==> src/tcr_pkg.sv <==
// constants, types and the field map of the tuner configuration bank
// =====================================================================
package tcr_pkg;
   // =================================================================
   // bus geometry
   localparam int ADDR_W = 10;
   localparam int DATA_W = 32;
   localparam int LOC_W = 8;
   localparam int IDX_W = 7;
   // =================================================================
   // location map (locations are word indices, byte address = 4 * location)
   localparam logic [LOC_W-1:0] LOC_CTRL = 8'h1F;
   localparam logic [LOC_W-1:0] LOC_GAIN_FIRST = 8'h80;
   localparam logic [LOC_W-1:0] LOC_GAIN_LAST = 8'h9F;
   localparam logic [LOC_W-1:0] LOC_FIRST_FIR_STAGE_LO = 8'hA0;
   localparam logic [LOC_W-1:0] LOC_FIRST_FIR_STAGE_HI = 8'hB5;
   localparam logic [LOC_W-1:0] LOC_SECOND_FIR_STAGE_LO = 8'hB6;
   localparam logic [LOC_W-1:0] LOC_SECOND_FIR_STAGE_HI = 8'hF5;
   localparam logic [LOC_W-1:0] LOC_MEM_BASE = LOC_GAIN_FIRST;
   localparam logic [LOC_W-1:0] LOC_MEM_LAST = LOC_SECOND_FIR_STAGE_HI;
   localparam int MEM_DEPTH = 118;
   localparam logic [7:0] MEM_RESET = 8'h00;
   // =================================================================
   // control location fields
   localparam int CTRL_PROBE_EN_BIT = 0;
   localparam int CTRL_SEL_LSB = 1;
   localparam int CTRL_SEL_MSB = 5;
   localparam int CTRL_DITHER_A_BIT = 6;
   localparam int CTRL_DITHER_B_BIT = 7;
   localparam logic [7:0] CTRL_RESET = 8'hC0;
   // =================================================================
   // probe routing
   localparam int PROBE_W = 20;
   localparam int NCO_W = 17;
   localparam int MIX_W = 15;
   localparam int CIC_W = 9;
   localparam logic [4:0] SEL_FIRST_FIR_STAGE_IN = 5'h04;
   localparam logic [4:0] SEL_NCO_BASE = 5'h08;
   localparam logic [4:0] SEL_MIX_BASE = 5'h0C;
   localparam logic [4:0] SEL_CIC_BASE = 5'h10;

   typedef enum logic [1:0] {ST_IDLE, ST_FETCH, ST_ACK} tcr_state_t;

   function automatic logic tcr_in_mem(input logic [LOC_W-1:0] loc);
      return (loc >= LOC_MEM_BASE) && (loc <= LOC_MEM_LAST);
   endfunction

   function automatic logic [IDX_W-1:0] tcr_mem_idx(input logic [LOC_W-1:0] loc);
      logic [LOC_W-1:0] diff;
      diff = loc - LOC_MEM_BASE;
      return diff[IDX_W-1:0];
   endfunction
endpackage

==> src/tcr_mem_if.sv <==
// signals between the register front end and the coefficient memory
`timescale 1ns/1ps
interface tcr_mem_if;
   import tcr_pkg::*;
   logic wr_en;
   logic [IDX_W-1:0] wr_idx;
   logic [7:0] wr_data;
   logic [IDX_W-1:0] rd_idx;
   logic [7:0] rd_data;
   logic [IDX_W-1:0] dp_idx;
   logic [7:0] dp_data;
   modport ctrl (output wr_en, wr_idx, wr_data, rd_idx, dp_idx, input rd_data, dp_data);
   modport mem (input wr_en, wr_idx, wr_data, rd_idx, dp_idx, output rd_data, dp_data);
endinterface

==> src/tcr_bank.sv <==
// register bank and probe selector of the dual tuner
//
// Implementation choice: register access over Avalon-MM.
`timescale 1ns/1ps
module tcr_bank
   import tcr_pkg::*;
(
   input wire logic mclk_in, // 25 MHz device clock
   input wire logic rst_in, // async reset, active high
   input wire logic [ADDR_W-1:0] avs_address_in, // byte address
   input wire logic avs_read_in, // read request
   input wire logic avs_write_in, // write request
   input wire logic [3:0] avs_byteenable_in, // byte lanes
   input wire logic [DATA_W-1:0] avs_writedata_in, // write data
   output logic [DATA_W-1:0] avs_readdata_out, // read data
   output logic avs_waitrequest_out, // stall, low for one answer cycle
   input wire logic [IDX_W-1:0] coef_idx_in, // datapath byte index, 0 = location 128
   output logic [7:0] coef_byte_out, // datapath byte, one cycle later
   input wire logic [PROBE_W-1:0] first_fir_stage_out_ai_in, // first filter output A in-phase
   input wire logic [PROBE_W-1:0] first_fir_stage_out_aq_in, // first filter output A quadrature
   input wire logic [PROBE_W-1:0] first_fir_stage_out_bi_in, // first filter output B in-phase
   input wire logic [PROBE_W-1:0] first_fir_stage_out_bq_in, // first filter output B quadrature
   input wire logic [PROBE_W-1:0] first_fir_stage_in_ai_in, // first filter input A in-phase
   input wire logic [PROBE_W-1:0] first_fir_stage_in_aq_in, // first filter input A quadrature
   input wire logic [PROBE_W-1:0] first_fir_stage_in_bi_in, // first filter input B in-phase
   input wire logic [PROBE_W-1:0] first_fir_stage_in_bq_in, // first filter input B quadrature
   input wire logic [NCO_W-1:0] nco_a_sin_in, // oscillator A sine
   input wire logic [NCO_W-1:0] nco_a_cos_in, // oscillator A cosine
   input wire logic [NCO_W-1:0] nco_b_sin_in, // oscillator B sine
   input wire logic [NCO_W-1:0] nco_b_cos_in, // oscillator B cosine
   input wire logic [MIX_W-1:0] mix_ai_in, // rounded mixer A in-phase
   input wire logic [MIX_W-1:0] mix_aq_in, // rounded mixer A quadrature
   input wire logic [MIX_W-1:0] mix_bi_in, // rounded mixer B in-phase
   input wire logic [MIX_W-1:0] mix_bq_in, // rounded mixer B quadrature
   input wire logic [CIC_W-1:0] cic_a_in, // gain-loop CIC output A
   input wire logic [CIC_W-1:0] cic_b_in, // gain-loop CIC output B
   output logic dither_enable_chan_a_out, // oscillator dither A enable
   output logic dither_enable_chan_b_out, // oscillator dither B enable
   output logic [PROBE_W-1:0] probe_out // debug probe value
);
   tcr_mem_if mem_if ();
   tcr_state_t state_reg;
   logic [7:0] ctrl_reg;
   logic [LOC_W-1:0] loc;
   logic lane0;
   logic [4:0] sel;
   logic [PROBE_W-1:0] probe_next;
   logic bus_take;
   logic ctrl_wr;
   logic mem_rd;

   assign loc = avs_address_in[ADDR_W-1:2];
   assign lane0 = avs_byteenable_in[0];
   assign sel = ctrl_reg[CTRL_SEL_MSB:CTRL_SEL_LSB];

   // =================================================================
   // decode of the access being taken or answered
   assign bus_take = (state_reg == ST_IDLE) && (avs_read_in || avs_write_in);
   assign ctrl_wr = (state_reg == ST_FETCH) && avs_write_in && lane0 && (loc == LOC_CTRL);
   assign mem_rd = (state_reg == ST_FETCH) && avs_read_in && tcr_in_mem(loc);

   tcr_mem u_mem (
      .mclk_in(mclk_in),
      .rst_in(rst_in),
      .mem_if(mem_if)
   );

   // =================================================================
   // memory port wiring
   assign mem_if.rd_idx = tcr_mem_idx(loc);
   assign mem_if.wr_idx = tcr_mem_idx(loc);
   assign mem_if.wr_data = avs_writedata_in[7:0];
   assign mem_if.wr_en = (state_reg == ST_FETCH) && avs_write_in && lane0
      && tcr_in_mem(loc);
   assign mem_if.dp_idx = coef_idx_in;
   assign coef_byte_out = mem_if.dp_data;

   // =================================================================
   // bus handshake: take, fetch, answer for one cycle
   always_ff @(posedge mclk_in or posedge rst_in) begin
      if (rst_in) begin
         state_reg <= ST_IDLE;
      end else begin
         unique case (state_reg)
            ST_IDLE: begin
               if (bus_take) begin
                  state_reg <= ST_FETCH;
               end
            end
            ST_FETCH: begin
               state_reg <= ST_ACK;
            end
            ST_ACK: begin
               state_reg <= ST_IDLE;
            end
         endcase
      end
   end

   // from a flop, so every answer comes on the third edge after the take
   always_ff @(posedge mclk_in or posedge rst_in) begin
      if (rst_in) begin
         avs_waitrequest_out <= 1'b1;
      end else begin
         avs_waitrequest_out <= (state_reg != ST_FETCH);
      end
   end

   // =================================================================
   // read data, unmapped locations read as zero
   always_ff @(posedge mclk_in or posedge rst_in) begin
      if (rst_in) begin
         avs_readdata_out <= '0;
      end else if (state_reg == ST_FETCH && avs_read_in) begin
         if (loc == LOC_CTRL) begin
            avs_readdata_out <= {24'h000000, ctrl_reg};
         end else if (tcr_in_mem(loc)) begin
            avs_readdata_out <= {24'h000000, mem_if.rd_data};
         end else begin
            avs_readdata_out <= '0;
         end
      end
   end

   // =================================================================
   // control location: probe gate, selector, dither enables
   always_ff @(posedge mclk_in or posedge rst_in) begin
      if (rst_in) begin
         ctrl_reg <= CTRL_RESET;
      end else if (ctrl_wr) begin
         ctrl_reg <= avs_writedata_in[7:0];
      end
   end

   always_ff @(posedge mclk_in or posedge rst_in) begin
      if (rst_in) begin
         dither_enable_chan_a_out <= CTRL_RESET[CTRL_DITHER_A_BIT];
         dither_enable_chan_b_out <= CTRL_RESET[CTRL_DITHER_B_BIT];
      end else begin
         dither_enable_chan_a_out <= ctrl_reg[CTRL_DITHER_A_BIT];
         dither_enable_chan_b_out <= ctrl_reg[CTRL_DITHER_B_BIT];
      end
   end

   // =================================================================
   // probe selection
   always_comb begin
      probe_next = '0;
      if (!ctrl_reg[CTRL_PROBE_EN_BIT]) begin
         probe_next = '0;
      end else if (sel >= SEL_CIC_BASE) begin
         probe_next = {cic_a_in, cic_b_in, 2'b00};
      end else begin
         unique case (sel[3:0])
            4'h0: probe_next = first_fir_stage_out_ai_in;
            4'h1: probe_next = first_fir_stage_out_aq_in;
            4'h2: probe_next = first_fir_stage_out_bi_in;
            4'h3: probe_next = first_fir_stage_out_bq_in;
            4'h4: probe_next = first_fir_stage_in_ai_in;
            4'h5: probe_next = first_fir_stage_in_aq_in;
            4'h6: probe_next = first_fir_stage_in_bi_in;
            4'h7: probe_next = first_fir_stage_in_bq_in;
            4'h8: probe_next = {nco_a_sin_in, 3'b000};
            4'h9: probe_next = {nco_a_cos_in, 3'b000};
            4'hA: probe_next = {nco_b_sin_in, 3'b000};
            4'hB: probe_next = {nco_b_cos_in, 3'b000};
            4'hC: probe_next = {mix_ai_in, 5'h00};
            4'hD: probe_next = {mix_aq_in, 5'h00};
            4'hE: probe_next = {mix_bi_in, 5'h00};
            4'hF: probe_next = {mix_bq_in, 5'h00};
         endcase
      end
   end

   always_ff @(posedge mclk_in or posedge rst_in) begin
      if (rst_in) begin
         probe_out <= '0;
      end else begin
         probe_out <= probe_next;
      end
   end

   // =================================================================
   // checks
   ctrl_write_a: assert property (@(posedge mclk_in) disable iff (rst_in)
      (state_reg == ST_FETCH && avs_write_in && lane0 && loc == LOC_CTRL)
      |=> ctrl_reg == $past(avs_writedata_in[7:0]))
      else $error("control location did not take written byte");

   dither_follow_a: assert property (@(posedge mclk_in) disable iff (rst_in)
      ##1 (dither_enable_chan_a_out == $past(ctrl_reg[CTRL_DITHER_A_BIT])
      && dither_enable_chan_b_out == $past(ctrl_reg[CTRL_DITHER_B_BIT])))
      else $error("dither enables do not follow control bits");

   probe_gate_a: assert property (@(posedge mclk_in) disable iff (rst_in)
      !ctrl_reg[CTRL_PROBE_EN_BIT] |=> probe_out == '0)
      else $error("probe not quiet while gated");

   probe_fir_in_a: assert property (@(posedge mclk_in) disable iff (rst_in)
      (ctrl_reg[CTRL_PROBE_EN_BIT] && sel == SEL_FIRST_FIR_STAGE_IN)
      |=> probe_out == $past(first_fir_stage_in_ai_in))
      else $error("probe code 4 wrong");

   probe_nco_a: assert property (@(posedge mclk_in) disable iff (rst_in)
      (ctrl_reg[CTRL_PROBE_EN_BIT] && sel == SEL_NCO_BASE)
      |=> probe_out == {$past(nco_a_sin_in), 3'b000})
      else $error("probe oscillator code wrong");

   probe_mix_a: assert property (@(posedge mclk_in) disable iff (rst_in)
      (ctrl_reg[CTRL_PROBE_EN_BIT] && sel >= SEL_MIX_BASE && sel < SEL_CIC_BASE)
      |=> probe_out[4:0] == 5'h00)
      else $error("probe mixer low bits not zero");

   probe_cic_a: assert property (@(posedge mclk_in) disable iff (rst_in)
      (ctrl_reg[CTRL_PROBE_EN_BIT] && sel >= SEL_CIC_BASE)
      |=> probe_out == {$past(cic_a_in), $past(cic_b_in), 2'b00})
      else $error("probe CIC packing wrong");

   ctrl_read_a: assert property (@(posedge mclk_in) disable iff (rst_in)
      (state_reg == ST_FETCH && avs_read_in && loc == LOC_CTRL)
      |=> (avs_readdata_out == {24'h000000, $past(ctrl_reg)}) && !avs_waitrequest_out)
      else $error("control readback wrong");

   ack_single_a: assert property (@(posedge mclk_in) disable iff (rst_in)
      $fell(avs_waitrequest_out) |=> avs_waitrequest_out)
      else $error("waitrequest low longer than one cycle");

   mem_write_a: assert property (@(posedge mclk_in) disable iff (rst_in)
      (state_reg == ST_IDLE && avs_write_in && lane0 && tcr_in_mem(loc))
      |=> mem_if.wr_en ##2 (state_reg == ST_IDLE))
      else $error("memory write not issued");

   // =================================================================
   // handshake, readback, control hold and dither B checks
   answer_time_a: assert property (@(posedge mclk_in) disable iff (rst_in)
      bus_take
      |=> ##1 !avs_waitrequest_out)
      else $error("request not answered on the third edge");

   idle_wait_a: assert property (@(posedge mclk_in) disable iff (rst_in)
      state_reg == ST_IDLE
      |-> avs_waitrequest_out)
      else $error("waitrequest low while idle");

   state_order_a: assert property (@(posedge mclk_in) disable iff (rst_in)
      state_reg == ST_FETCH
      |=> (state_reg == ST_ACK) ##1 (state_reg == ST_IDLE))
      else $error("handshake states out of order");

   read_upper_a: assert property (@(posedge mclk_in) disable iff (rst_in)
      !avs_waitrequest_out
      |-> avs_readdata_out[DATA_W-1:8] == '0)
      else $error("read data upper bytes not zero");

   unmapped_read_a: assert property (@(posedge mclk_in) disable iff (rst_in)
      (state_reg == ST_FETCH && avs_read_in && loc != LOC_CTRL && !tcr_in_mem(loc))
      |=> avs_readdata_out == '0)
      else $error("unmapped location read not zero");

   mem_read_a: assert property (@(posedge mclk_in) disable iff (rst_in)
      mem_rd
      |=> avs_readdata_out == {24'h000000, $past(mem_if.rd_data)})
      else $error("memory readback not passed on");

   ctrl_hold_a: assert property (@(posedge mclk_in) disable iff (rst_in)
      !ctrl_wr
      |=> $stable(ctrl_reg))
      else $error("control location changed without a write");

   dither_end_a: assert property (@(posedge mclk_in) disable iff (rst_in)
      ctrl_wr
      |=> ##1 dither_enable_chan_b_out == $past(avs_writedata_in[CTRL_DITHER_B_BIT], 2))
      else $error("dither B enable does not follow written bit");

   // =================================================================
   // further probe routing checks
   probe_fir_out_a: assert property (@(posedge mclk_in) disable iff (rst_in)
      (ctrl_reg[CTRL_PROBE_EN_BIT] && sel == 5'h00)
      |=> probe_out == $past(first_fir_stage_out_ai_in))
      else $error("probe code 0 wrong");

   probe_last_in_a: assert property (@(posedge mclk_in) disable iff (rst_in)
      (ctrl_reg[CTRL_PROBE_EN_BIT] && sel == SEL_FIRST_FIR_STAGE_IN + 5'h03)
      |=> probe_out == $past(first_fir_stage_in_bq_in))
      else $error("probe code 7 wrong");

   probe_cos_a: assert property (@(posedge mclk_in) disable iff (rst_in)
      (ctrl_reg[CTRL_PROBE_EN_BIT] && sel == SEL_NCO_BASE + 5'h03)
      |=> probe_out == {$past(nco_b_cos_in), 3'b000})
      else $error("probe code 11 wrong");

   probe_mixer_a: assert property (@(posedge mclk_in) disable iff (rst_in)
      (ctrl_reg[CTRL_PROBE_EN_BIT] && sel == SEL_MIX_BASE + 5'h03)
      |=> probe_out == {$past(mix_bq_in), 5'h00})
      else $error("probe code 15 wrong");
endmodule

==> src/tcr_mem.sv <==
// byte memory for gain table and both filter coefficient sets
`timescale 1ns/1ps
module tcr_mem
   import tcr_pkg::*;
(
   input wire logic mclk_in, // device clock
   input wire logic rst_in, // async reset, active high
   tcr_mem_if.mem mem_if // write port and two registered read ports
);
   logic [7:0] store_reg [MEM_DEPTH];

   // =================================================================
   // storage, all bytes clear at reset
   always_ff @(posedge mclk_in or posedge rst_in) begin
      if (rst_in) begin
         for (int i = 0; i < MEM_DEPTH; i++) begin
            store_reg[i] <= MEM_RESET;
         end
      end else if (mem_if.wr_en && (int'(mem_if.wr_idx) < MEM_DEPTH)) begin
         store_reg[mem_if.wr_idx] <= mem_if.wr_data;
      end
   end

   // =================================================================
   // software read port
   always_ff @(posedge mclk_in or posedge rst_in) begin
      if (rst_in) begin
         mem_if.rd_data <= MEM_RESET;
      end else if (int'(mem_if.rd_idx) < MEM_DEPTH) begin
         mem_if.rd_data <= store_reg[mem_if.rd_idx];
      end else begin
         mem_if.rd_data <= MEM_RESET;
      end
   end

   // =================================================================
   // datapath read port, one copy serves both channels
   always_ff @(posedge mclk_in or posedge rst_in) begin
      if (rst_in) begin
         mem_if.dp_data <= MEM_RESET;
      end else if (int'(mem_if.dp_idx) < MEM_DEPTH) begin
         mem_if.dp_data <= store_reg[mem_if.dp_idx];
      end else begin
         mem_if.dp_data <= MEM_RESET;
      end
   end
endmodule

==> config.mk <==
export PLATFORM = sky130hd
export DESIGN_NAME = tcr_bank
export DESIGN_NICKNAME = d
export VERILOG_FILES = /design/src/tcr_pkg.sv /design/src/tcr_mem_if.sv /design/src/tcr_bank.sv /design/src/tcr_mem.sv
export SDC_FILE = /design/constraint.sdc
export NUM_CORES = 2
export LEC_CHECK = 0
export BUFFER_PORTS_ARGS = -buffer_cell sky130_fd_sc_hd__buf_2
export CAP_MARGIN = 40
export CORE_UTILIZATION = 35
export DETAILED_ROUTE_END_ITERATION = 10
export PLACE_DENSITY = 0.51
export RECOVER_POWER = 25
export SETUP_SLACK_MARGIN = 0.5
export SYNTH_ARGS = -nofsm -noshare
export SYNTH_HDL_FRONTEND = slang
export SYNTH_SLANG_ARGS = --single-unit
==> constraint.sdc <==
create_clock -name mclk_in -period 30.5 [get_ports mclk_in]
set_clock_uncertainty 0.15 [all_clocks]
set_input_delay 0 -clock mclk_in [delete_from_list [all_inputs] [get_ports mclk_in]]
set_output_delay 0 -clock mclk_in [all_outputs]
set_load 0.03 [all_outputs]
## Word level (Yosys, flattened, before mapping)

Index checks and enable logic that the tools add are counted.
Widths: inputs -> output; s select.

- Flip-flop bits (word level): 1025
- Bits of input ports: 363
- Output and inout bits: 63

- $add $sub $neg: 1
- Order comparisons: 8
- Equality and inequality tests: 20
- Muxes and demuxes: 18
- Bitwise logic cells: 2
- Reduce and logical (&&, ||, !) cells: 12

Operator list:

| kind | count |
|---|---|
| $bwmux 944 | 1 |
| $pmux 20 s16 | 1 |
| $bmux 8 s7 | 2 |
| $mux 8 | 9 |
| $demux 8 s7 | 1 |
| $mux 20 | 2 |
| $eq 4x4->1 const B | 8 |
| $ge 8x8->1 const B | 3 |
| $eq 4x3->1 const B | 4 |
| $not 7->8 | 2 |
| $lt 7x7->1 const B | 2 |
| $logic_and 1x1->1 | 9 |
| $eq 4x2->1 const B | 2 |
| $eq 8x5->1 const B | 1 |
| $le 8x8->1 const B | 1 |
| $lt 8x1->1 const B | 1 |
| $sub 7x1->7 const B | 1 |
| $pmux 2 s3 | 1 |
| $ge 5x5->1 const B | 1 |
| $eq 4x1->1 const B | 1 |
| $logic_not 4->1 | 1 |
| $eq 2x1->1 const B | 1 |
| $eq 2x2->1 const B | 1 |
| $logic_not 2->1 | 1 |
| 4 further kinds | 4 |

## Depth between registers and ports, before layout

- Depth after elaboration: 7
- Depth in mapped cells: 11
- Gate-level depth less buffers: 8

## Hierarchy

Synthesis repeated with hierarchy kept, for this count alone.

- Cell total of the unflattened synthesis: 4014
- Area, all modules: 56102.6 um2

Modules (own cells, without submodules):

| module | instances | cells an instance | area each (um2) | seq. area each (um2) |
|---|---|---|---|---|
| tcr_mem | 1 | 3493 | 51700.8 | 24023.0 |
| tcr_bank | 1 | 521 | 4401.7 | 1032.2 |

## Worst setup path after synthesis

No wires, ideal clock.

- Kind: reg-to-reg
- Start point: register state_reg[1]
- End point: register u_mem.store_reg[472] (netlist name)
- Arrival: 2123 ps
- Slack: 28102 ps
- Cell stages (with the launch flop): 11
- Cells stage by stage: dfrtp_1 -> inv_1 -> ha_1 -> nand3_1 -> a41oi_2 -> and3_1 -> buf_2 -> nand2_2 -> buf_4 -> nor2_4 -> mux2_2

- Longest elaborated chain between the ends: 5

RTL lines:

| element | RTL line | source |
|---|---|---|
| start, declared | tcr_bank.sv:42 | `tcr_state_t state_reg;` |
| start signal, assigned | tcr_bank.sv:82 | `state_reg <= ST_IDLE;` |
| start signal, assigned | tcr_bank.sv:87 | `state_reg <= ST_FETCH;` |
| start signal, assigned | tcr_bank.sv:91 | `state_reg <= ST_ACK;` |
| $eq 2x1->1 | tcr_bank.sv:73 | `assign mem_if.wr_en = (state_reg == ST_FETCH) && avs_write_in && lane0` |
| $logic_and 1x1->1 (2 in a row) | tcr_bank.sv:73 |  |
| $logic_and 1x1->1 | tcr_bank.sv:74 | `&& tcr_in_mem(loc);` |
| $logic_and 1x1->1 | tcr_mem.sv:19 | `end else if (mem_if.wr_en && (int'(mem_if.wr_idx) < MEM_DEPTH)) begin` |
| end signal, assigned by index | tcr_mem.sv:20 | `store_reg[mem_if.wr_idx] <= mem_if.wr_data;` |
| end, declared | tcr_mem.sv:10 | `logic [7:0] store_reg [MEM_DEPTH];` |

No other way between the ends.
A chain may end at the register's enable or synchronous reset.

==> impl_metrics.py <==
metrics = {
    "worst_setup_path": {
        "required_ns": 28.99,
        "max_stage_delay_ns": 6.06,
        "r2r-start": "ctrl_reg[2]",
        "r2r_slack_ns": 26.29,
        "crit_path_start_kind": "input port",
        "endpoint_kind": "asynchronous set/reset pin",
        "worst-setup-path-type": "input port to asynchronous set/reset pin",
        "cp_slowest_cell": "clkbuf_1",
        "arrival_ns": 10.61,
        "critPathLaunch": "rst_in",
        "crit_chain": "dlygate4sd3_1, buf_2, dlygate4sd3_1, clkinvlp_2, clkbuf_1, clkbuf_1",
        "worstPathMaxFanout": 163,
    },
    "clock_tree": {
        "cts_num_sinks": 1001,
        "cts_htree_levels": 3,
        "cts_setup_buffers": 0,
        "root_buffer": "clkbuf_16",
        "clkTransAtPathRegs_ns": 0.06,
        "clock_latency_ns": 0.79,
        "cts_tree": "done",
        "cts_buffers": 115,
        "clk_path_buf_depth": 3,
    },
    "grt": {
        "grt_max_degree": 164,
        "grt_use_total_pct": 28.5,
        "grt_remaining_overflow": 0,
        "grt_pass1_vias": 42500,
        "antenna_found_initial": 19,
        "grt_pass1_wl_um": 334000,
    },
    "timing": {
        "report.final.setup_viol": 0,
        "slew_headroom_pct": -490,
        "fmax_mhz": 82.5,
        "timing.final.crit_share_pct": 39.7,
        "tightest_slew_ns": 8.84,
        "finalSetupTns_ns": 0,
        "worst_slack_ns": 18.38,
        "hold_viol_final": 0,
        "rsz0062_at_grt": "no",
        "period_minus_slack_ns": 12.12,
        "fin_hold_ws_ns": 0.0596,
        "slew_viol_final": 553,
    },
    "synthesis": {
        "ys.flop_type": "dfrtp_1",
        "synthTopCellsByArea": "dfrtp_1, mux2_2, mux4_2, mux2i_1, a221oi_1",
        "avgSynthCellArea_um2": 13.2,
        "synth_edf_count": 0,
        "synth_top_area_share_pct": 44.2,
        "synth_largest_area_cell": "dfrtp_1",
        "yosysSeqAreaShare_pct": 44.4,
        "ys_ff_latch": 1001,
        "syn-cell-area_mm2": 0.0564,
        "yosysUniqueCellTypes": 90,
        "synthCells": 4281,
        "async_flop_share_pct": 100,
        "ys_warn_count": 0,
    },
    "final_layout": {
        "final_cell_mix": "dfrtp_1, mux2_2, buf_2",
        "post-route-util_pct": 40.8,
        "largest_reg_flops": 944,
        "drive_gt1_share_pct": 43.8,
        "layout.cells.non_filler": 6863,
        "finish.instance_area_mm2": 0.0649,
        "final_common_cell": "dfrtp_1",
        "syn_to_final_growth_pct": 15.1,
        "final_nets": 4985,
        "fill_cells": 15100,
    },
    "placed_design": {
        "port_buffers": 372,
        "dpl.hpwl_um": 158000,
        "place.gp.congestion": 0.941,
        "post-place-ws_ns": 25.72,
        "placed_cell_area_mm2": 0.0604,
        "dp_cells": 6559,
    },
    "drt": {
        "firstDrtPassIters": 6,
        "vias": 42900,
        "postRouteAntennaNets": 0,
        "drt_wl_total_um": 235000,
        "drc": 0,
        "viasPerCell": 6.25,
        "drt_iter0_drc": 5208,
        "avgRoutedWirePerCell_um": 34.2,
    },
    "floorplan": {
        "dieWidth_um": 403,
        "dieHeight_um": 403,
        "die-area_mm2": 0.163,
        "rows": 146,
        "start_util_pct": 35.4,
        "coreArea_mm2": 0.159,
        "io_pins": 426,
    },
    "run_status": {
        "status": "complete, but fails checks",
        "violations": "max-capacitance violations, max-slew violations",
    },
    "power": {
        "total_power_mw": 3.15,
        "ir_drop_mv": 0.0581,
        "p_leak_nw": 29.6,
        "power_density_mw_per_mm2": 48.6,
    },
    "worst_hold_path": {
        "hp-start": "cic_b_in[1]",
        "hp-class": "input port to flop",
    },
    "run": {
        "drv_cap": 7,
    },
}
## what timing repair did
action                                 CTS  global route
setup endpoints to repair                0             0
endpoints found under the hold margin  666             0
hold buffers                            85             0
gates resized for setup                  0             0
## final timing paths
kind | end | cells after the start
max | u_mem.store_reg[274] | 6
min | probe_out[3] | 4
max reg2reg | probe_out[10] | 8
min reg2reg | dither_enable_chan_a_out | 0
max in group mclk_in | u_mem.mem_if.rd_data[0] | 11
min in group asynchronous | u_mem.store_reg[536] | 4
## cells by family after synthesis
family          Yosys count  synth area share [%]
simple gates            605                  5.34
mux                    1533                  36.7
buf+inv                 428                  3.91
fa+ha+maj                 3                0.0666
compound gates          710                  9.53
flops                  1001                  44.4
other cells               1               0.00665
## final cells by class
cell class | count | area, um2 | area share, %
repair buffers | 599 | 3990 | 6.14
multi-input cells | 2875 | 29300 | 45.1
diodes | 6 | 15.0 | 0.0231
clock inverters | 34 | 397 | 0.611
clock buffers | 175 | 3370 | 5.19
flip-flops and latches | 1001 | 25100 | 38.6
well taps | 2146 | 2690 | 4.13
inverters | 27 | 104 | 0.160
## routing by layer
layer  part of all wire (%)  global-route usage (%)  up-vias
met4                    4.3                    12.0       18
met5                  0.057                       0        -
li1                       -                       -    17300
met2                     44                    41.8     2202
met1                     43                    40.0    23000
met3                    9.3                    7.10      433
## report_power, final
group          switching [mW]  internal (mW)  leakage [nW]
Sequential             0.0244           1.36          13.9
Combinational           0.249          0.123          13.8
Clock                   0.601          0.795          1.86
## cells in the mapped netlist (10+ instances only)
cell type,count
a221oi_1,130
nor2_2,31
a21oi_1,71
nand2b_1,12
and2_1,10
nor3_1,29
a32oi_1,14
buf_2,105
nand3_1,50
clkbuf_1,185
nand4_1,11
inv_1,19
nand2_1,246
mux2_1,81
mux2_2,974
a22oi_1,111
a22o_1,34
o221ai_1,31
buf_1,20
buf_4,58
nand2_2,13
a221o_1,19
buf_6,33
nor2_1,105
o22a_1,10
dfrtp_1,996
mux2i_1,154
o21ai_0,81
o22ai_1,54
nor2b_1,31
mux4_2,323
a32o_1,11
a31oi_1,19
a211oi_1,17
nor2_4,30
## critical path, delay by kind of cell
| kind | cells | cell delay (ns) |
|---|---|---|
| buffers and inverters | 6 | 10.26 |
(Power assumes the default switching activity.)
